<file path="config.mk">
export PLATFORM = sky130hd
export DESIGN_NAME = swpl_latch
export DESIGN_NICKNAME = d
export VERILOG_FILES = /design/src/verilog/swpl_pkg.sv /design/src/verilog/swpl_latch.sv /design/src/verilog/swpl_sync.sv
export SDC_FILE = /design/constraint.sdc
export NUM_CORES = 1
export LEC_CHECK = 0
export BUFFER_PORTS_ARGS = -buffer_cell sky130_fd_sc_hd__buf_4
export CAP_MARGIN = 20
export CELL_PAD_IN_SITES_DETAIL_PLACEMENT = 1
export CELL_PAD_IN_SITES_GLOBAL_PLACEMENT = 2
export CORE_ASPECT_RATIO = 2
export CORE_MARGIN = 3
export CORE_UTILIZATION = 30
export DETAILED_ROUTE_END_ITERATION = 8
export PLACE_DENSITY = 0.76
export SLEW_MARGIN = 0
export SYNTH_ARGS = -nofsm -noshare
export SYNTH_HDL_FRONTEND = slang
export SYNTH_SLANG_ARGS = --single-unit
</file>
<file path="constraint.sdc">
create_clock -name sys_clk -period 2.33 [get_ports sys_clk]
set_input_delay 0.466 -clock sys_clk [delete_from_list [all_inputs] [get_ports sys_clk]]
set_output_delay 0.466 -clock sys_clk [all_outputs]
set_load 0.03 [all_outputs]
</file>
<file path="src/verilog/swpl_pkg.sv">
// constants of the flash write-permission block
// assumes one 25 MHz system clock; spi pins are sampled, not clocked on
package swpl_pkg;

    // ------------------------------------------------------------
    // opcodes
    // ------------------------------------------------------------
    localparam logic [7:0] OP_SET_LATCH   = 8'h06;
    localparam logic [7:0] OP_CLR_LATCH   = 8'h04;
    localparam logic [7:0] OP_REG_WRITE   = 8'h01;
    localparam logic [7:0] OP_BANK_ACCESS = 8'hB9;
    localparam logic [7:0] OP_PAGE_PROG   = 8'h02;
    localparam logic [7:0] OP_QUAD_PROG   = 8'h32;
    localparam logic [7:0] OP_SECT_ERASE  = 8'hD8;
    localparam logic [7:0] OP_BULK_ERASE  = 8'hC7;
    localparam logic [7:0] OP_OTP_PROG    = 8'h42;

    // ------------------------------------------------------------
    // status and configuration fields
    // ------------------------------------------------------------
    localparam int         SR_LATCH_BIT = 1;
    localparam int         SR_BP_LSB    = 2;
    localparam int         SR_STATUS_WRITE_DISABLE_BIT  = 7;
    localparam int         CR_QUAD_BIT  = 1;
    localparam logic [7:0] SR_RESET     = 8'h00;
    localparam logic [7:0] CR_RESET     = 8'h00;
    localparam logic [1:0] BANK_RESET   = 2'h0;

    // ------------------------------------------------------------
    // timing
    // ------------------------------------------------------------
    localparam int SYS_CLK_MHZ  = 25;
    localparam int WRITE_TIME_US = 200;
    localparam int WRITE_CYCLES  = WRITE_TIME_US * SYS_CLK_MHZ;

endpackage : swpl_pkg

</file>
<file path="src/verilog/swpl_latch.sv">
// write-enable latch and register write protection of a serial flash
// assumes spi mode 0; host drives cs_n, sclk, data in; 25 MHz sys_clk
`timescale 1ns/1ps
module swpl_latch #(
    parameter int WRITE_CYCLES = swpl_pkg::WRITE_CYCLES,
    parameter int BUSY_W       = 16
) (
    input  wire logic       sys_clk,
    input  wire logic       reset,
    input  wire logic       cs_n,
    input  wire logic       sclk,
    input  wire logic       mosi,
    input  wire logic       wp_n,
    input  wire logic       array_busy,
    input  wire logic [2:0] prot_sector,
    output logic            write_enable_latch,
    output logic            write_in_progress,
    output logic [7:0]      status_reg_one,
    output logic [7:0]      config_reg,
    output logic [1:0]      bank_address_reg,
    output logic            hw_protected,
    output logic            array_op_start,
    output logic [7:0]      array_op_code,
    output logic            op_rejected
);
    // ------------------------------------------------------------
    // pin synchronisation
    // ------------------------------------------------------------
    logic [3:0] pins_s;

    swpl_sync #(.W(4)) u_sync (
        .sys_clk  (sys_clk),
        .reset    (reset),
        .async_in ({cs_n, sclk, mosi, wp_n}),
        .sync_out (pins_s)
    );

    logic cs_s, sclk_s, mosi_s, wp_s;
    assign cs_s   = pins_s[3];
    assign sclk_s = pins_s[2];
    assign mosi_s = pins_s[1];
    assign wp_s   = pins_s[0];

    logic cs_prev_q, sclk_prev_q;
    always_ff @(posedge sys_clk) begin
        if (reset) begin
            cs_prev_q   <= 1'b1;
            // matches the synchroniser's reset level, so no false edge
            sclk_prev_q <= 1'b1;
        end else begin
            cs_prev_q   <= cs_s;
            sclk_prev_q <= sclk_s;
        end
    end

    logic sclk_rise, cs_fall, cs_rise;
    assign sclk_rise = sclk_s & ~sclk_prev_q & ~cs_s;
    assign cs_fall   = ~cs_s & cs_prev_q;
    assign cs_rise   = cs_s & ~cs_prev_q;

    // ------------------------------------------------------------
    // frame shifter
    // ------------------------------------------------------------
    logic [5:0]  bit_cnt_q;
    logic [7:0]  shift_q;
    logic [7:0]  opcode_q;
    logic [7:0]  data1_q;
    logic [7:0]  data2_q;

    always_ff @(posedge sys_clk) begin
        if (reset) begin
            bit_cnt_q <= 6'h00;
            shift_q   <= 8'h00;
            opcode_q  <= 8'h00;
            data1_q   <= 8'h00;
            data2_q   <= 8'h00;
        end else if (cs_fall) begin
            bit_cnt_q <= 6'h00;
        end else if (sclk_rise) begin
            shift_q <= {shift_q[6:0], mosi_s};
            if (bit_cnt_q != 6'h3F)
                bit_cnt_q <= bit_cnt_q + 6'h01;
            if (bit_cnt_q == 6'h07)
                opcode_q <= {shift_q[6:0], mosi_s};
            if (bit_cnt_q == 6'h0F)
                data1_q <= {shift_q[6:0], mosi_s};
            if (bit_cnt_q == 6'h17)
                data2_q <= {shift_q[6:0], mosi_s};
        end
    end

    // ------------------------------------------------------------
    // protection state
    // ------------------------------------------------------------
    logic quad_on, status_write_disable, hw_prot;
    assign quad_on = config_reg[swpl_pkg::CR_QUAD_BIT];
    assign status_write_disable    = status_reg_one[swpl_pkg::SR_STATUS_WRITE_DISABLE_BIT];
    // either order of status_write_disable and pin low while quad_on is clear; leaves on pin high, quad_on set or status_write_disable clear
    assign hw_prot = status_write_disable & ~wp_s & ~quad_on;
    assign hw_protected = hw_prot;

    // decoded at the closing chip-select edge
    logic ends8, ends16, ends24, ends40;
    assign ends8  = cs_rise && bit_cnt_q == 6'd8;
    assign ends16 = cs_rise && bit_cnt_q == 6'd16;
    assign ends24 = cs_rise && bit_cnt_q == 6'd24;
    assign ends40 = cs_rise && bit_cnt_q >= 6'd40;

    function automatic logic is_array_op(input logic [7:0] op);
        return op == swpl_pkg::OP_PAGE_PROG || op == swpl_pkg::OP_QUAD_PROG
            || op == swpl_pkg::OP_SECT_ERASE || op == swpl_pkg::OP_BULK_ERASE
            || op == swpl_pkg::OP_OTP_PROG;
    endfunction : is_array_op

    // ------------------------------------------------------------
    // bank access arming
    // ------------------------------------------------------------
    logic bank_armed_q;
    always_ff @(posedge sys_clk) begin
        if (reset)
            bank_armed_q <= 1'b0;
        else if (cs_rise)
            bank_armed_q <= ends8 && opcode_q == swpl_pkg::OP_BANK_ACCESS
                            && !write_in_progress;
    end

    logic bank_load, wr_frame, wr_ok, wr_go;
    assign bank_load = bank_armed_q && opcode_q == swpl_pkg::OP_REG_WRITE
                       && (ends16 || ends24);
    assign wr_frame  = !bank_armed_q && opcode_q == swpl_pkg::OP_REG_WRITE
                       && (ends16 || (ends24 && !quad_on))
                       || (!bank_armed_q && ends24 && quad_on
                           && opcode_q == swpl_pkg::OP_REG_WRITE);
    // status_write_disable=0 ignores pin; status_write_disable=1 needs pin high or quad_on set, sampled now
    assign wr_ok = write_enable_latch && !hw_prot
                   && !write_in_progress;
    assign wr_go = wr_frame && wr_ok;

    // ------------------------------------------------------------
    // array program and erase gate
    // ------------------------------------------------------------
    logic [2:0] bp;
    logic       in_range, arr_frame, arr_ok;
    assign bp        = status_reg_one[swpl_pkg::SR_BP_LSB +: 3];
    assign in_range  = bp != 3'h0 && (opcode_q == swpl_pkg::OP_BULK_ERASE
                       || prot_sector >= ~bp + 3'h1);
    assign arr_frame = is_array_op(opcode_q)
                       && (opcode_q == swpl_pkg::OP_BULK_ERASE ? ends8 : ends40
                           || (ends24 && 1'b0) || (cs_rise
                           && bit_cnt_q >= 6'd32));
    assign arr_ok    = write_enable_latch && !in_range
                       && !write_in_progress;

    always_ff @(posedge sys_clk) begin
        if (reset) begin
            array_op_start <= 1'b0;
            array_op_code  <= 8'h00;
            op_rejected    <= 1'b0;
        end else begin
            array_op_start <= arr_frame && arr_ok;
            if (arr_frame && arr_ok)
                array_op_code <= opcode_q;
            op_rejected <= (arr_frame && !arr_ok)
                           || (wr_frame && !wr_ok);
        end
    end

    // ------------------------------------------------------------
    // self-timed register write
    // ------------------------------------------------------------
    logic [BUSY_W-1:0] busy_cnt_q;
    logic              reg_busy_q;
    logic              pend16_q;

    always_ff @(posedge sys_clk) begin
        if (reset) begin
            busy_cnt_q <= '0;
            reg_busy_q <= 1'b0;
            pend16_q   <= 1'b0;
        end else if (wr_go) begin
            busy_cnt_q <= BUSY_W'(WRITE_CYCLES - 1);
            reg_busy_q <= 1'b1;
            pend16_q   <= ends24;
        end else if (reg_busy_q && busy_cnt_q == '0) begin
            reg_busy_q <= 1'b0;
        end else if (reg_busy_q) begin
            busy_cnt_q <= busy_cnt_q - 1'b1;
        end
    end

    logic reg_done;
    assign reg_done = reg_busy_q && busy_cnt_q == '0;
    assign write_in_progress = reg_busy_q | array_busy;

    // ------------------------------------------------------------
    // status, configuration and bank registers
    // ------------------------------------------------------------
    logic [5:0] sr_hi_q;
    logic       sr_wip_q;

    always_ff @(posedge sys_clk) begin
        if (reset) begin
            sr_hi_q    <= swpl_pkg::SR_RESET[7:2];
            sr_wip_q   <= 1'b0;
            config_reg <= swpl_pkg::CR_RESET;
        end else begin
            sr_wip_q <= write_in_progress;
            // bp bits only change through an accepted write
            if (reg_done) begin
                sr_hi_q <= data1_q[7:2];
                if (pend16_q)
                    config_reg <= data2_q;
            end
        end
    end

    always_ff @(posedge sys_clk) begin
        if (reset)
            bank_address_reg <= swpl_pkg::BANK_RESET;
        else if (bank_load)
            bank_address_reg <= data1_q[1:0];
    end

    // ------------------------------------------------------------
    // write enable latch
    // ------------------------------------------------------------
    logic set_hit, clr_hit;
    assign set_hit = ends8 && opcode_q == swpl_pkg::OP_SET_LATCH;
    assign clr_hit = ends8 && opcode_q == swpl_pkg::OP_CLR_LATCH
                     && !write_in_progress;

    always_ff @(posedge sys_clk) begin
        if (reset)
            write_enable_latch <= 1'b0;
        else if (set_hit)
            write_enable_latch <= 1'b1;
        else if (clr_hit || reg_done || (arr_frame && arr_ok))
            write_enable_latch <= 1'b0;
    end

    assign status_reg_one = {sr_hi_q, write_enable_latch, sr_wip_q};

    // ------------------------------------------------------------
    // assertions
    // ------------------------------------------------------------
    a_hw_reject: assert property (@(posedge sys_clk) disable iff (reset)
        wr_frame && hw_prot |=> !reg_busy_q && $stable(status_reg_one[7:2]))
        else $error("register write ran under hardware protection");
    a_sw_accept: assert property (@(posedge sys_clk) disable iff (reset)
        wr_frame && write_enable_latch && !status_write_disable && !write_in_progress
        |=> reg_busy_q)
        else $error("software mode write not started");
    a_pin_accept: assert property (@(posedge sys_clk) disable iff (reset)
        wr_frame && wr_ok && status_write_disable |=> reg_busy_q)
        else $error("pin-high write not started");
    a_latch_set: assert property (@(posedge sys_clk) disable iff (reset)
        set_hit |=> write_enable_latch)
        else $error("latch not set");
    a_latch_wip: assert property (@(posedge sys_clk) disable iff (reset)
        ends8 && opcode_q == swpl_pkg::OP_CLR_LATCH && write_in_progress
        && write_enable_latch |=> write_enable_latch)
        else $error("clear honoured while busy");
    a_no_latch: assert property (@(posedge sys_clk) disable iff (reset)
        arr_frame && !write_enable_latch |=> !array_op_start && op_rejected)
        else $error("array op ran without latch");
    a_bank_load: assert property (@(posedge sys_clk) disable iff (reset)
        bank_load |=> bank_address_reg == $past(data1_q[1:0]) && !reg_busy_q)
        else $error("bank load wrong");
    a_reset_zero: assert property (@(posedge sys_clk)
        reset |=> status_reg_one[7:2] == 6'h00)
        else $error("status not cleared");

endmodule : swpl_latch

</file>
<file path="src/verilog/swpl_sync.sv">
// two-flop synchroniser bank for the spi pins
// assumes inputs asynchronous to sys_clk
`timescale 1ns/1ps
module swpl_sync #(
    parameter int W = 4
) (
    input  wire logic         sys_clk,
    input  wire logic         reset,
    input  wire logic [W-1:0] async_in,
    output logic      [W-1:0] sync_out
);
    logic [W-1:0] meta_q;

    always_ff @(posedge sys_clk) begin
        if (reset) begin
            meta_q   <= '1;
            sync_out <= '1;
        end else begin
            meta_q   <= async_in;
            sync_out <= meta_q;
        end
    end

endmodule : swpl_sync
</file>
Word level (Yosys, flattened, before mapping) --
Index checks and enable logic that the tools add are counted.
Operators by class: reduce and logical (&&, ||, !) cells 63, multiplexer cells 8, $add $sub $neg 3, $lt $le $gt $ge 3, eq/ne operators 17, bitwise logic cells 15
Operators with widths (count):
- $mux W13 | 3
- $logic_and A1 B1 Y1 | 29
- $eq A8 B8 Y1 const B | 3
- $eq A6 B5 Y1 const B | 3
- $eq A8 B3 Y1 const B | 2
- $logic_not A16 Y1 | 1
- $sub A16 B1 Y16 const B | 1
- $eq A6 B4 Y1 const B | 2
- $ge A6 B6 Y1 const B | 2
- $logic_or A1 B1 Y1 | 12
- $reduce_and A2 Y1 | 5
- $reduce_and A3 Y1 | 3
- $eq A8 B1 Y1 const B | 1
- $eq A8 B2 Y1 const B | 1
- $eq A8 B6 Y1 const B | 1
- $eq A8 B7 Y1 const B | 1
- $logic_not A1 Y1 | 7
- $not A1 Y1 | 7
- $add A6 B1 Y6 const B | 1
- $and A1 B1 Y1 | 6
- $eq A6 B3 Y1 const B | 1
- $ne A6 B6 Y1 const B | 1
- $reduce_bool A2 Y1 | 3
- $mux W1 | 5
- other kinds (7) | 8
Storage, ports and cells: bits in registers 94, output and inout bits 31

Longest topological paths before layout --
depth after elaboration 12, depth in mapped cells 9, mapped depth without buffers 8

By module --
Synthesis repeated with hierarchy kept, for this count alone.
Unflattened totals: cell total of the unflattened synthesis 437, area, all modules 4150.2 µm²
By module, submodules not included:
- swpl_latch | instances 1, cells each 421, area an instance 3940.0 µm²
- swpl_sync | instances 1, cells each 16, area an instance 210.2 µm²

Worst setup path before layout --
No wires, ideal clock.
path kind reg-to-reg, start reg sr_hi_q[5], end reg busy_cnt_q[15], data arrival time 2.271 ns, path slack -0.011 ns, setup time 0.070 ns, stages on the path, launching flop included 7, path buffers 1, cell sequence dfxtp_1 -> nor3b_1 -> nor2_1 -> and3b_1 -> or2_2 -> clkbuf_1 -> a21oi_1
Between the ends: cells in the longest elaborated chain, start to end 7
RTL lines:
- from (decl) | RTL line swpl_latch.sv:198 | logic [5:0] sr_hi_q;
- from (signal assigned) | RTL line swpl_latch.sv:203 | sr_hi_q <= swpl_pkg::SR_RESET[7:2];
- from (signal assigned) | RTL line swpl_latch.sv:210 | sr_hi_q <= data1_q[7:2];
- $and A1 B1 Y1 (2 in a row) | RTL line swpl_latch.sv:99 | assign hw_prot = status_write_disable & ~wp_s & ~quad_on;
- named net hw_protected | RTL line swpl_latch.sv:21 | output logic hw_protected,
- $logic_not A1 Y1 | RTL line swpl_latch.sv:135 | assign wr_ok = write_enable_latch && !hw_prot
- $logic_and A1 B1 Y1 | RTL line swpl_latch.sv:135
- $logic_and A1 B1 Y1 | RTL line swpl_latch.sv:136 | && !write_in_progress;
- $logic_and A1 B1 Y1 | RTL line swpl_latch.sv:137 | assign wr_go = wr_frame && wr_ok;
- $reduce_or A2 Y1 (no source line)
- to (signal assigned) | RTL line swpl_latch.sv:181 | busy_cnt_q <= BUSY_W'(WRITE_CYCLES - 1);
- to (signal assigned) | RTL line swpl_latch.sv:187 | busy_cnt_q <= busy_cnt_q - 1'b1;
- to (decl) | RTL line swpl_latch.sv:171 | logic [BUSY_W-1:0] busy_cnt_q;
The timed path passes the listed nets, and every way through them passes these cells. A chain may end at the register's enable or synchronous reset.

Worst setup path in the final report --
start reg bit_cnt_q[1], end reg busy_cnt_q[9]
Between the ends: cells in the longest elaborated chain, start to end 9, elaborated cells between the ends (all ways) 16, those cells by class eq/ne: 3; mux: 1; reduce/logical: 12
RTL lines:
- from (decl) | RTL line swpl_latch.sv:64 | logic [5:0] bit_cnt_q;
- from (signal assigned) | RTL line swpl_latch.sv:82 | bit_cnt_q <= bit_cnt_q + 6'h01;
- $eq A6 B5 Y1 | RTL line swpl_latch.sv:106 | assign ends24 = cs_rise && bit_cnt_q == 6'd24;
- $logic_and A1 B1 Y1 | RTL line swpl_latch.sv:106
- $logic_and A1 B1 Y1, on equally long branches | RTL line swpl_latch.sv:131, swpl_latch.sv:132
- $logic_or A1 B1 Y1 / $logic_and A1 B1 Y1 (equally long branches) | RTL line swpl_latch.sv:131, swpl_latch.sv:132
- $logic_and A1 B1 Y1, on equally long branches | RTL line swpl_latch.sv:131, swpl_latch.sv:133
- $logic_or A1 B1 Y1 (*) | RTL line swpl_latch.sv:132 | || (!bank_armed_q && ends24 && quad_on
- $logic_and A1 B1 Y1 (*) | RTL line swpl_latch.sv:137
- $ne A2 B2 Y1 (no source line) / $reduce_bool A2 Y1 (equally long branches)
- $reduce_and A2 Y1 (no source line)
Mark *: on every way between the ends. The rest lies on a longest branch, timed or not.

==> results.sh <==
export IMPL_status="finished clean"
export IMPL_ys_warn_count=0
export IMPL_setup_worst_path_start="bit_cnt_q[1]$_SDFFE_PP0P_"
export IMPL_syn_cell_area_sq_um=4066
export IMPL_reg2reg_to="busy_cnt_q[9]$_SDFFE_PP0P_"
export IMPL_port_buffers=40
export IMPL_max_freq_mhz=442.6
export IMPL_antenna_found_initial=0
export IMPL_io_pins=41
export IMPL_min_delay_start="wp_n"
export IMPL_first_global_vias=3513
export IMPL_hold_viol_final=0
export IMPL_h_tree_depth=3
export IMPL_synth_seq_cells=94
export IMPL_cpPeakStageDelay_ns=0.49
export IMPL_antennaDiodeCount=0
export IMPL_hold_class="in2reg"
export IMPL_core_sq_um=13140
export IMPL_ys_seq_area_share_pct=46.28
export IMPL_synth_cells=436
export IMPL_nFillCells=1525
export IMPL_multi_input_area_sq_um=2087
export IMPL_largest_reg_flops=16
export IMPL_arrival_ns=2.52
export IMPL_vias=3298
export IMPL_synthMuxAreaShare_pct=10.58
export IMPL_dp_worst_setup_slack_ns=-0.02197
export IMPL_ys_types=53
export IMPL_syn2layout_area_growth_pct=24.89
export IMPL_rsz0062_at_grt="yes"
export IMPL_fin_crit_sh_pct=96.96
export IMPL_ir_worst_vdd_v=0.0003366
export IMPL_most_common_layout_cells="dfxtp_1 (91), nor2_1 (68), buf_4 (66), mux2i_1 (43), a21oi_1 (23)"
export IMPL_setup_ws_ns=0.07074
export IMPL_crit_path_frequent_cell="or4b_4"
export IMPL_fin_util_pct=38.65
export IMPL_place_gp_congestion=0.8273
export IMPL_ant_nets=0
export IMPL_drt_iter0_drc=84
export IMPL_max_slew_margin_pct=65.36
export IMPL_syn_avg_cell_area_sq_um=9.327
export IMPL_setup_tns_final_ns=0
export IMPL_crit_fanout=6
export IMPL_synth_fa_ha_area_share_pct=2.462
export IMPL_synth_nets=454
export IMPL_die_y_microns=170.7
export IMPL_synth_xor_area_share_pct=3.662
export IMPL_cp_start_kind="flip-flop"
export IMPL_post_drt_wl_per_cell_microns=16.77
export IMPL_grt_use_total_pct=15.38
export IMPL_final_common_cell="dfxtp_1"
export IMPL_grt_max_degree=88
export IMPL_drv_slew=0
export IMPL_nets=513
export IMPL_cts_buffers=9
export IMPL_routed_via_density=5.066
export IMPL_post_dp_hpwl_microns=8263
export IMPL_endpoint_kind="flip-flop"
export IMPL_drc=0
export IMPL_cts_path_max_buffers=2
export IMPL_cap_violations=0
export IMPL_synth_top_family_by_area="simple AND/OR/NAND/NOR gates"
export IMPL_insertion_delay_ns=0.34
export IMPL_die_area_sq_um=15070
export IMPL_hold_buffers=0
export IMPL_clock_skew_ns=0.01202
export IMPL_postCtsSetupBuffers=0
export IMPL_cp_slowest_cell="or4b_4"
export IMPL_regArea_sq_um=1886
export IMPL_tightest_slew_ns=0.5157
export IMPL_synth_simple_area_share_pct=24.92
export IMPL_start_util_pct=30.95
export IMPL_cp_required_ns=2.59
export IMPL_finalSetupViolations=0
export IMPL_largest_register="busy_cnt_q"
export IMPL_final_layout_size_suffix_gt1_share_pct=24.45
export IMPL_r2r_start="bit_cnt_q[1]$_SDFFE_PP0P_"
export IMPL_grt_first_pass_wirelength_microns=17760
export IMPL_clock_sinks=94
export IMPL_power_leakage_nw=1.938
export IMPL_firstDrtPassIters=4
export IMPL_stdcell_count=651
export IMPL_cts_tree="done"
export IMPL_power_density_nw_per_um2=645.9
export IMPL_clkTransAtPathRegs_ns=0.06
export IMPL_crit_chain="inv_1, ha_1, or4b_4, or4b_4, or4_4, a31oi_2"
export IMPL_crit_family="simple AND/OR/NAND/NOR gates"
export IMPL_rows=59
export IMPL_whs_path_depth=2
export IMPL_critPathKind="reg2reg"
export IMPL_r2r_cells=6
export IMPL_die_w_microns=88.33
export IMPL_synth_compound_area_share_pct=8.062
export IMPL_root_buffer="clkbuf_16"
export IMPL_wirelength_microns=10920
export IMPL_min_to="u_sync.meta_q[0]$_SDFF_PP1_"
export IMPL_grt_overflow=0
export IMPL_rrSetupSlack_ns=0.07
export IMPL_dpl_cell_count=635
export IMPL_min_period_ns=2.259
export IMPL_crit_buf_inv=1
-- cells by family after synthesis --
logic type               count (synthesis)
AO/OA/AOI/OAI                           52
XOR/XNOR                                17
adder cells (fa/ha/maj)                  8
buffers and inverters                   36
flip-flops                              94
multiplexers                            43
AND/OR/NAND/NOR                        186
-- final cells by class --
cell class	count	area share [%]
well taps	152	3.745
clock buffers	10	4.706
flip-flops and latches	94	37.13
inverters	15	1.109
repair buffers	69	10.59
clock inverters	5	1.626
multi-input cells	306	41.09
-- cell usage after synthesis, drive strengths merged --
| cell | count | area share (%) |
|---|---|---|
| a2111o | 2 | 0.55 |
| a211oi | 1 | 0.18 |
| a21boi | 1 | 0.18 |
| a21o | 2 | 0.40 |
| a21oi | 26 | 3.2 |
| a221oi | 2 | 0.43 |
| a2bb2oi | 1 | 0.22 |
| a31oi | 2 | 0.31 |
| and2 | 1 | 0.15 |
| and3 | 2 | 0.31 |
| and3b | 2 | 0.43 |
| and4 | 1 | 0.22 |
| buf | 9 | 1.5 |
| clkbuf | 12 | 1.1 |
| dfxtp | 94 | 46 |
| ha | 8 | 2.5 |
| inv | 15 | 1.4 |
| mux2i | 43 | 11 |
| nand2 | 22 | 2.0 |
| nand2b | 20 | 3.1 |
| nand3 | 6 | 0.86 |
| nand3b | 2 | 0.37 |
| nand4 | 6 | 0.92 |
| nand4b | 1 | 0.22 |
| nor2 | 68 | 6.3 |
| nor2b | 4 | 0.62 |
| nor3 | 6 | 0.86 |
| nor3b | 2 | 0.37 |
| nor4 | 8 | 1.6 |
| nor4bb | 2 | 0.49 |
| o211ai | 4 | 0.74 |
| o21ai | 4 | 0.49 |
| o22a | 1 | 0.25 |
| o22ai | 1 | 0.15 |
| o31ai | 4 | 0.74 |
| o41ai | 1 | 0.22 |
| or2 | 11 | 1.7 |
| or3 | 5 | 0.80 |
| or3b | 2 | 0.43 |
| or4 | 10 | 1.9 |
| or4b | 5 | 1.3 |
| xnor2 | 8 | 1.7 |
| xor2 | 9 | 1.9 |
-- routing by layer --
metal	global-route usage, %	vias up	routed length [microns]
met4	8.289	0	471
li1	-	1625	-
met5	0	-	0
met3	2.313	24	183
met1	14.74	1609	3887
met2	29.87	40	6377
-- how the worst max path moves through the flow --
stage | end | slack [ns] | cells after the start
final | busy_cnt_q[9]$_SDFFE_PP0P_ | 0.07 | 6
after global routing | array_op_code[7]$_SDFFE_PP0P_ | -0.02 | 9
after CTS | array_op_code[7]$_SDFFE_PP0P_ | 0.009 | 8
after detailed placement | busy_cnt_q[2]$_SDFFE_PP0P_ | -0.02 | 6
after global placement | busy_cnt_q[9]$_SDFFE_PP0P_ | 0.07 | 6
after floorplan | array_op_code[0]$_SDFFE_PP0P_ | 0.003 | 9
-- timing repair --
action | CTS | global route
pin swaps | 0 | 1
resized for setup | 1 | 19
gates cloned | 0 | 1
endpoints found under the setup margin | 5 | 23
-- worst reg2reg max path: cells and delay by family, from the launching register on --
family | cells | cell delay [ns]
fa+ha+maj | 1 | 0.17
compound gates | 1 | 0.15
buf+inv | 1 | 0.08
flops | 1 | 0.32
simple gates | 3 | 1.46
-- metrics by stage --
step           hold WS, ns  cell area, sq um  power, mW
2_1_floorplan       0.3895              4071      1.699
3_3_place_gp        0.3953              4677      1.728
3_5_place_dp        0.3983              4677      1.731
4_1_cts             0.2946              5002      3.330
5_1_grt             0.3055              5079      3.408
6_report            0.3112              5079      3.280
-- power breakdown --
part	leakage (nW)	switching, mW	internal [mW]
Clock	0.159	0.620	0.968
Sequential	0.761	0.00373	1.61
Combinational	1.02	0.0423	0.0320
Power figures use the tool's default switching activity.
